===== config.mk =====
export PLATFORM = sky130hd
export DESIGN_NAME = memory_map_bank_decode
export DESIGN_NICKNAME = d
export VERILOG_FILES = /design/src/core/memmap_pkg.sv /design/src/core/memory_map_bank_decode.sv
export SDC_FILE = /design/constraint.sdc
export NUM_CORES = 2
export LEC_CHECK = 0
export BUFFER_PORTS_ARGS = -buffer_cell sky130_fd_sc_hd__clkbuf_2
export CELL_PAD_IN_SITES_DETAIL_PLACEMENT = 2
export CELL_PAD_IN_SITES_GLOBAL_PLACEMENT = 2
export CORE_MARGIN = 8
export CORE_UTILIZATION = 52
export CTS_CLUSTER_DIAMETER = 120
export DETAILED_ROUTE_END_ITERATION = 7
export GPL_TIMING_DRIVEN = 1
export HOLD_SLACK_MARGIN = 0.02
export PLACE_DENSITY_LB_ADDON = 0.12
export SYNTH_ARGS = -nofsm -noshare
export SYNTH_HDL_FRONTEND = slang
export SYNTH_SLANG_ARGS = --single-unit

===== constraint.sdc =====
create_clock -name clk -period 10.3 [get_ports clk]
set_input_delay 2.06 -clock clk [delete_from_list [all_inputs] [get_ports clk]]
set_output_delay 2.06 -clock clk [all_outputs]
set_load 0.05 [all_outputs]

===== src/core/memmap_pkg.sv =====
package memmap_pkg;
  // Program side.
  localparam int PC_W = 13;
  localparam int WORD_W = 14;
  localparam logic [12:0] RESET_VEC = 13'h0000;
  localparam logic [12:0] INT_VEC = 13'h0004;
  // Implemented program store sizes, as address masks.
  localparam logic [12:0] PMASK_1K = 13'h03ff;
  localparam logic [12:0] PMASK_2K = 13'h07ff;
  localparam logic [12:0] PMASK_4K = 13'h0fff;
  localparam logic [12:0] PMASK_8K = 13'h1fff;
  // Data side register offsets (in-bank).
  localparam logic [6:0] OFS_INDIRECT_DATA_PORT = 7'h00;
  localparam logic [6:0] OFS_PROGRAM_COUNTER_LOW = 7'h02;
  localparam logic [6:0] OFS_CORE_STATUS = 7'h03;
  localparam logic [6:0] OFS_INDIRECT_POINTER = 7'h04;
  localparam logic [6:0] OFS_PROGRAM_COUNTER_HIGH_LATCH = 7'h0a;
  localparam logic [6:0] OFS_INTERRUPT_CONTROL = 7'h0b;
  // General purpose window and the small-variant alias window.
  localparam logic [6:0] GPR_LO = 7'h20;
  localparam logic [6:0] SMALL_GPR_LO = 7'h0c;
  localparam logic [6:0] SMALL_GPR_HI = 7'h2f;
  // Status bank-select field.
  localparam int BANK_SEL_LOW_BIT = 5;
  localparam int BANK_SEL_HIGH_BIT = 6;
  localparam logic [7:0] STATUS_RESET = 8'h00;
  localparam logic [7:0] REG_RESET = 8'h00;
  localparam int GPR_DEPTH = 512;
  // Variant codes.
  localparam logic [1:0] VAR_1K = 2'h0;
  localparam logic [1:0] VAR_2K = 2'h1;
  localparam logic [1:0] VAR_4K = 2'h2;
  localparam logic [1:0] VAR_8K = 2'h3;

  // One-hot phase of the instruction cycle.
  typedef enum logic [3:0] {
    PH_ONE = 4'b0001,
    PH_TWO = 4'b0010,
    PH_THREE = 4'b0100,
    PH_FOUR = 4'b1000
  } phase_e;

  // Data access request from the execute stage.
  typedef struct packed {
    logic rd;
    logic wr;
    logic [6:0] ofs;
    logic [7:0] wdata;
  } data_req_s;

  // Program-flow request from the execute stage.
  typedef struct packed {
    logic branch;
    logic irq;
    logic [12:0] target;
  } flow_req_s;
endpackage


===== src/core/memory_map_bank_decode.sv =====
`timescale 1ns/1ps
// Behaviour
// RL1: Program counter is 13 bits, addressing up to 8K words of 14 bits.
// RL2: Fetch above implemented program size wraps into implemented range.
// RL3: Any reset loads the program counter with 0000h.
// RL4: Taking an interrupt loads the program counter with 0004h.
// RL5: Branches take two cycles; the prefetched instruction is flushed.
// RL6: Status bits 6:5 select one of four data banks.
// RL7: Each bank spans 128 byte offsets, 00h to 7Fh.
// RL8: Low bank offsets decode to special registers, higher ones to RAM.
// RL9: Core special registers respond at the same offset in every bank.
// RL10: RAM reachable directly or through the indirect pointer.
// RL11: Smallest variant maps bank 1 offsets 8Ch-AFh onto bank 0 0Ch-2Fh.
// RL12: Offset 00h has no storage and acts on the pointed-to location.
// RL13: Instruction cycle is four phases of the clock; PC advances in phase one.
// RL14: Operand read in phase two, destination written in phase four.
// RL15: Unimplemented data locations read zero and ignore writes.
// RL16: Direct address is bank-select bits above the seven-bit offset.
module memory_map_bank_decode
  import memmap_pkg::*;
(
  input wire logic clk,
  input wire logic srst,
  input wire logic [1:0] variant,
  input wire data_req_s dreq,
  input wire flow_req_s freq,
  output logic [12:0] prog_addr,
  output logic fetch_valid,
  output logic [7:0] rdata,
  output logic [3:0] phase,
  output logic [7:0] core_status,
  output logic [7:0] indirect_pointer
);

  ////////////////////////////////////////////////////////////////////////
  // Phase generator and program counter.
  phase_e phase_r, phase_nxt;
  logic [12:0] pc_r, pc_nxt;
  logic fetch_ok_r, fetch_ok_nxt;
  logic [12:0] pmask;

  // Wrapping is a mask, so high addresses alias low ones rather than fault.
  always_comb begin
    case (variant)
      VAR_1K: pmask = PMASK_1K;
      VAR_2K: pmask = PMASK_2K;
      VAR_4K: pmask = PMASK_4K;
      default: pmask = PMASK_8K;
    endcase
  end

  // Branch and interrupt requests are sampled in phase four only.
  always_comb begin
    phase_nxt = phase_r;
    pc_nxt = pc_r;
    fetch_ok_nxt = fetch_ok_r;
    case (phase_r)
      PH_ONE: phase_nxt = PH_TWO;
      PH_TWO: phase_nxt = PH_THREE;
      PH_THREE: phase_nxt = PH_FOUR;
      default: begin
        phase_nxt = PH_ONE; // see RL13
        fetch_ok_nxt = 1'b1;
        if (freq.irq) begin
          pc_nxt = INT_VEC & pmask; // see RL4
          fetch_ok_nxt = 1'b0; // see RL5
        end else if (freq.branch) begin
          pc_nxt = freq.target & pmask; // see RL2
          fetch_ok_nxt = 1'b0; // see RL5
        end else begin
          pc_nxt = (pc_r + 13'h0001) & pmask; // see RL1
        end
      end
    endcase
  end

  always_ff @(posedge clk) begin
    if (srst) begin
      phase_r <= PH_ONE;
      pc_r <= RESET_VEC; // see RL3
      fetch_ok_r <= 1'b1;
    end else begin
      phase_r <= phase_nxt;
      pc_r <= pc_nxt;
      fetch_ok_r <= fetch_ok_nxt;
    end
  end

  ////////////////////////////////////////////////////////////////////////
  // Data side decode.
  logic [7:0] gpr [GPR_DEPTH];
  logic [7:0] status_r, status_nxt;
  logic [7:0] fsr_r, fsr_nxt;
  logic [7:0] program_counter_high_latch_r, program_counter_high_latch_nxt;
  logic [7:0] interrupt_control_r, interrupt_control_nxt;
  logic [7:0] rdata_r, rdata_nxt;
  logic [8:0] eff_addr;
  logic [6:0] eff_ofs;
  logic [1:0] eff_bank;
  logic gpr_hit, gpr_we;
  logic [8:0] gpr_idx;

  // Indirect access uses the pointer plus the high bank bit, as a 9-bit address.
  always_comb begin
    if (dreq.ofs == OFS_INDIRECT_DATA_PORT) begin
      eff_addr = {status_r[BANK_SEL_HIGH_BIT], fsr_r}; // see RL12, RL10
    end else begin
      eff_addr = {status_r[BANK_SEL_HIGH_BIT:BANK_SEL_LOW_BIT], dreq.ofs}; // see RL16, RL6
    end
    eff_ofs = eff_addr[6:0]; // see RL7
    eff_bank = eff_addr[8:7];
  end

  // Parts below 8K have no RAM in banks 2 and 3; only the 1K part aliases bank 1 RAM onto bank 0.
  always_comb begin
    gpr_idx = eff_addr;
    gpr_hit = eff_ofs >= GPR_LO; // see RL8
    if (variant == VAR_1K) begin
      gpr_hit = (eff_bank[1] == 1'b0) && eff_ofs >= SMALL_GPR_LO && eff_ofs <= SMALL_GPR_HI;
      gpr_idx = {2'h0, eff_ofs}; // see RL11
    end else if (variant != VAR_8K && eff_bank[1]) begin
      gpr_hit = 1'b0; // see RL15
    end
    gpr_we = gpr_hit && dreq.wr && phase_r == PH_FOUR; // see RL14
  end

  // Core registers ignore the bank bits so they appear in every bank.
  always_comb begin
    status_nxt = status_r;
    fsr_nxt = fsr_r;
    program_counter_high_latch_nxt = program_counter_high_latch_r;
    interrupt_control_nxt = interrupt_control_r;
    rdata_nxt = rdata_r;
    if (phase_r == PH_TWO && dreq.rd) begin
      rdata_nxt = 8'h00; // see RL15
      if (gpr_hit) begin
        rdata_nxt = gpr[gpr_idx]; // see RL14
      end else if (eff_ofs == OFS_PROGRAM_COUNTER_LOW) begin
        rdata_nxt = pc_r[7:0]; // see RL9
      end else if (eff_ofs == OFS_CORE_STATUS) begin
        rdata_nxt = status_r;
      end else if (eff_ofs == OFS_INDIRECT_POINTER) begin
        rdata_nxt = fsr_r;
      end else if (eff_ofs == OFS_PROGRAM_COUNTER_HIGH_LATCH) begin
        rdata_nxt = program_counter_high_latch_r;
      end else if (eff_ofs == OFS_INTERRUPT_CONTROL) begin
        rdata_nxt = interrupt_control_r;
      end
    end
    if (phase_r == PH_FOUR && dreq.wr) begin
      if (eff_ofs == OFS_CORE_STATUS) begin
        status_nxt = dreq.wdata; // see RL9
      end else if (eff_ofs == OFS_INDIRECT_POINTER) begin
        fsr_nxt = dreq.wdata;
      end else if (eff_ofs == OFS_PROGRAM_COUNTER_HIGH_LATCH) begin
        program_counter_high_latch_nxt = dreq.wdata;
      end else if (eff_ofs == OFS_INTERRUPT_CONTROL) begin
        interrupt_control_nxt = dreq.wdata;
      end
    end
  end

  always_ff @(posedge clk) begin
    if (srst) begin
      status_r <= STATUS_RESET;
      fsr_r <= REG_RESET;
      program_counter_high_latch_r <= REG_RESET;
      interrupt_control_r <= REG_RESET;
      rdata_r <= REG_RESET;
    end else begin
      status_r <= status_nxt;
      fsr_r <= fsr_nxt;
      program_counter_high_latch_r <= program_counter_high_latch_nxt;
      interrupt_control_r <= interrupt_control_nxt;
      rdata_r <= rdata_nxt;
    end
  end

  // RAM has no reset; software must initialise it.
  always_ff @(posedge clk) begin
    if (gpr_we) begin
      gpr[gpr_idx] <= dreq.wdata; // see RL10
    end
  end

  ////////////////////////////////////////////////////////////////////////
  // Outputs, all straight from flip-flops.
  assign prog_addr = pc_r;
  assign fetch_valid = fetch_ok_r; // Kept as a valid flag so the port needs no inverter.
  assign rdata = rdata_r;
  assign phase = phase_r;
  assign core_status = status_r;
  assign indirect_pointer = fsr_r;

  ////////////////////////////////////////////////////////////////////////
  // Checks.
  a_reset_vector: assert property (@(posedge clk) srst |=> pc_r == RESET_VEC) // see RL3
    else $error("pc not at reset vector after reset");
  a_irq_vector: assert property (@(posedge clk) disable iff (srst)
    phase_r == PH_FOUR && freq.irq |=> pc_r == (INT_VEC & pmask)) // see RL4
    else $error("pc not at interrupt vector");
  a_branch_flush: assert property (@(posedge clk) disable iff (srst)
    phase_r == PH_FOUR && (freq.irq || freq.branch) |=> !fetch_valid [*4]) // see RL5
    else $error("fetch not flushed after branch");
  a_phase_cycle: assert property (@(posedge clk) disable iff (srst)
    phase_r == PH_ONE |=> phase_r == PH_TWO ##1 phase_r == PH_THREE ##1 phase_r == PH_FOUR) // see RL13
    else $error("phase sequence broken");
  a_pc_stable: assert property (@(posedge clk) disable iff (srst)
    phase_r != PH_FOUR |=> $stable(pc_r)) // see RL13
    else $error("pc moved outside phase four");
  a_pc_wraps: assert property (@(posedge clk) disable iff (srst)
    (pc_r & ~pmask) == 13'h0000 || $changed(variant)) // see RL2
    else $error("pc beyond implemented range");
  a_unimpl_zero: assert property (@(posedge clk) disable iff (srst)
    phase_r == PH_TWO && dreq.rd && !gpr_hit && eff_ofs == GPR_LO |=> rdata == 8'h00) // see RL15
    else $error("unimplemented location read nonzero");
  a_status_write: assert property (@(posedge clk) disable iff (srst)
    phase_r == PH_FOUR && dreq.wr && dreq.ofs == OFS_CORE_STATUS |=> core_status == $past(dreq.wdata)) // see RL9
    else $error("status write lost");
  a_rdata_hold: assert property (@(posedge clk) disable iff (srst)
    phase_r != PH_TWO |=> $stable(rdata)) // see RL14
    else $error("read data changed outside phase two");

endmodule


==> results_dict.tcl, run 1 <==
set metrics [dict create \
    io_pins 78 \
    ys_seq_area_frac 0.804 \
    stop_stage "3_5_place_dp" \
    netlist_area_um2 154000 \
    synth_top_area_frac 0.796 \
    synth-seq-cells 4154 \
    netlist_instances 9154 \
    async_flop_share 0 \
    port_buffers 77 \
    syn_area_per_cell_um2 16.9 \
    row_count 200 \
    synth-edff-count 4096 \
    synthFlopType "edfxtp_1" \
    fp.dieH_um 561 \
    synth.area.top_cells "edfxtp_1, a222oi_1, a21oi_1, nand2_1, a22oi_1" \
    place.gp.congestion 0.849 \
    dpl.hpwl_um 454000 \
    start_util 0.521 \
    status "stopped before the end" \
    die_w_um 561 \
    ys_warn_count 0 \
    tool.error "[ERROR DPL-0033] detailed placement checks failed during check placement." \
    synth.largest_area_cell "edfxtp_1" \
    synth_cell_types 63 \
]
## synthesized netlist by cell type (all sizes together) (2+ instances only)
cell    instances
mux2           15
inv             5
nand4          19
o221ai          4
o21ai          81
or3             8
buf           302
mux2i          17
and3           13
or2             5
nand3          20
a21oi        1023
o22ai           3
a22oi         352
or4             5
a31oi          48
o41ai         234
edfxtp       4096
and2            2
a32o            4
a31o            5
nor3b           3
a41oi          40
nand2         833
nor4           29
nor3           19
o21a            3
clkbuf        414
a211o           5
o31ai           2
a222oi        986
dfxtp          58
nor2          477
a211oi          5
nor2b           3
## cells by family after synthesis
| kind of cell | after synthesis | synth area share |
|---|---|---|
| buffers and inverters | 721 | 0.0199 |
| AND/OR/NAND/NOR | 1440 | 0.0373 |
| XOR/XNOR | 1 | 0.0000567 |
| AO/OA/AOI/OAI | 2804 | 0.137 |
| adder cells (fa/ha/maj) | 1 | 0.0000810 |
| multiplexers | 32 | 0.00220 |
| other | 1 | 0.0000243 |
| flip-flops | 4154 | 0.804 |
## per-stage QoR
stage	hold slack (ns)	cell area (um2)	worst slack (ns)	instances
after floorplan	0.462	158000	5.30	10000
after global placement	0.461	163000	1.60	13500
==> run 2, diff against run 1 <==
- CELL_PAD_IN_SITES_DETAIL_PLACEMENT: 2 -> not set
- CELL_PAD_IN_SITES_GLOBAL_PLACEMENT: 2 -> not set
- CORE_UTILIZATION: 52 -> 40
- CTS_CLUSTER_DIAMETER: 120 -> not set
- HOLD_SLACK_MARGIN: 0.02 -> not set
- PLACE_DENSITY_LB_ADDON: 0.12 -> 0.15
==> results_dict.tcl, run 2 <==
set metrics [dict create \
    synth_simple_gate_area_frac 0.0373 \
    grt_usage 0.224 \
    largest_reg_flops 4096 \
    dpl.cell_count 14700 \
    synth.largest_area_cell "edfxtp_1" \
    slew_viol_final 3 \
    row_count 228 \
    grt_overflow 0 \
    hold_buffers 0 \
    post_cts_resize_count 0 \
    cp-end-kind "flip-flop" \
    root_buffer "clkbuf_16" \
    synth-seq-cells 4154 \
    synth.most_common_cell "edfxtp_1" \
    hold_viol 0 \
    violations "design-rule violations, max-capacitance violations, max-slew violations" \
    seq_power_share 0.528 \
    die_w_um 637 \
    synth-edff-count 4096 \
    path_clk_slew_ns 0.06 \
    async_flop_share 0 \
    maxCapViolations 2 \
    power_density_nw_per_um2 202 \
    post_drt_via_cell_ratio 6.04 \
    dpl.hpwl_um 269000 \
    fin_crit_sh 0.716 \
    ant_nets 0 \
    fill_cells 33100 \
    port_buffers 77 \
    setup_violations 0 \
    drt_first_pass_iters 8 \
    synth_top_family_by_area "compound AO/OA/AOI/OAI gates" \
    area_growth_pct 15.1 \
    ys_warn_count 0 \
    fp.dieH_um 637 \
    ir_drop_v 0.000164 \
    cp_cell_sequence "clkbuf_2 > buf_4 > nor4_2 > a41o_4 > buf_12 > buf_4 > a222oi_1 > a21oi_1 > o41ai_1 > a41oi_1 > nor4_1 > a21oi_1" \
    top_register "gpr" \
    grt_pass1_wl_um 671000 \
    power.internal_uw 28000 \
    synthFlopType "edfxtp_1" \
    p_sw_frac 0.219 \
    finalPower_uw 35900 \
    vias 93300 \
    cp_slowest_cell "nor4_1" \
    nets 10100 \
    tightest_slew_ns 1.51 \
    synth_common_cells "edfxtp_1, a21oi_1, a222oi_1, nand2_1, nor2_1" \
    multi_input_area_um2 30800 \
    muxShareOfSynthArea 0.00220 \
    combPwrFrac 0.047 \
    cts_max_level 5 \
    grt_pass1_vias 90700 \
    drc 90 \
    drt_iter0_markers 15200 \
    setup_tns_ns 0 \
    dieArea_um2 406000 \
    rsz0062_at_grt "false" \
    synth_cell_types 63 \
    slew_headroom -0.0141 \
    power_frac_clock 0.424 \
    cts_setup_buffers 0 \
    min_period_ns 7.38 \
    synthAdderAreaFrac 0.0000810 \
    clock_path_buffers 4 \
    grt_max_degree 199 \
    yosys.area_share.xor_xnor 0.0000567 \
    cp-start-kind "primary input" \
    cp.arrival_ns 8.17 \
    start_util 0.401 \
    status "finished, violations left" \
    core_um2 385000 \
    cpPeakStageDelay_ns 1.41 \
    regArea_um2 124000 \
    cts_tree "done" \
    fmax_mhz 136 \
    netlist_area_um2 154000 \
    cts_buffers 423 \
    wirelength_um 474000 \
    io_pins 78 \
    instances_no_fill 15400 \
    criticalPathCategory "primary input to flip-flop" \
    final_common_cell "edfxtp_1" \
    crit_path_max_fanout 76 \
    netSwitchingPower_uw 7880 \
    synth-compound-area-share 0.137 \
    skew_ns 0.0627 \
    p_leak_uw 0.0556 \
    drive_above_1_share 0.0958 \
    syn_area_per_cell_um2 16.9 \
    layout_common_cells "edfxtp_1, a21oi_1, a222oi_1, conb_1, nand2_1" \
    synth.area.top_cells "edfxtp_1, a222oi_1, a21oi_1, nand2_1, a22oi_1" \
    ys_seq_area_frac 0.804 \
    insertion_delay_ns 0.98 \
    antenna_found_initial 28 \
    crit_required_ns 11.09 \
    wl_per_cell_um 30.7 \
    netlist_instances 9154 \
    cts.sinks 4154 \
    min-delay-path-class "flip-flop to flip-flop" \
    synth_top_area_frac 0.796 \
    place.gp.congestion 0.855 \
]
[run 2: cell counts after synthesis]
No cell type changed its count.
[run 2: cells by family after synthesis]
family / Yosys count
xor gates and xnor gates: 1
AOI/OAI and AO/OA: 2804
buffers and inverters: 721
other: 1
adders and majority gates: 1
DFF: 4154
and+or+nand+nor: 1440
muxes: 32
[run 2: layer usage]
layer | part of all wire | global-route usage | wire length, um | vias up
li1 | - | - | - | 39300
met1 | 0.41 | 0.317 | 194000 | 47900
met2 | 0.46 | 0.351 | 218000 | 5265
met3 | 0.099 | 0.0429 | 46700 | 778
met4 | 0.033 | 0.0701 | 15500 | 16
met5 | 0.00023 | 0 | 109 | -
[run 2: worst max-delay path, delay by kind of cell]
kind                   cells  cell delay [ns]
buffers and inverters      4             1.34
AND/OR/NAND/NOR            2             1.63
AO/OA/AOI/OAI              6             2.93
[run 2: final cells by class]
cell class	count	share of cell area
multi-input cells	5142	0.173
diodes	13	0.000183
well taps	5060	0.0356
flip-flops and latches	4154	0.698
repair buffers	294	0.0154
inverters	5	0.000106
clock buffers	518	0.0624
clock inverters	261	0.0145
[run 2: worst paths after layout]
kind | start | to | slack (ns) | cells after the start
worst max register to register | indirect_pointer[0] | rdata[3] | 4.18 | 10
worst min-delay path | fetch_valid | fetch_valid | 0.48 | 1
worst max-delay path | dreq[8] | rdata[3] | 2.92 | 12
worst min register to register | fetch_valid | fetch_valid | 0.48 | 1
[run 2: power groups by stage]
stage          combinational [uW]  clock [uW]  sequential [uW]
2_1_floorplan                 793           0            19300
3_3_place_gp                 1680           0            19300
3_5_place_dp                 1700           0            19300
4_1_cts                      1700       15500            19000
5_1_grt                      1810       16100            19000
6_report                     1700       15200            19000
[run 2: per-stage QoR]
| stage | area [um2] | utilization | setup slack, ns | hold WS (ns) |
|---|---|---|---|---|
| after floorplan | 158000 | - | 5.30 | 0.462 |
| after global placement | 164000 | 0.426 | -0.0932 | 0.458 |
| after detailed placement | 164000 | 0.426 | 2.06 | 0.463 |
| after CTS | 178000 | 0.462 | 3.12 | 0.477 |
| after global routing | 178000 | 0.462 | 2.93 | 0.523 |
| final | 178000 | 0.462 | 2.92 | 0.476 |
(Power assumes the default switching activity.)
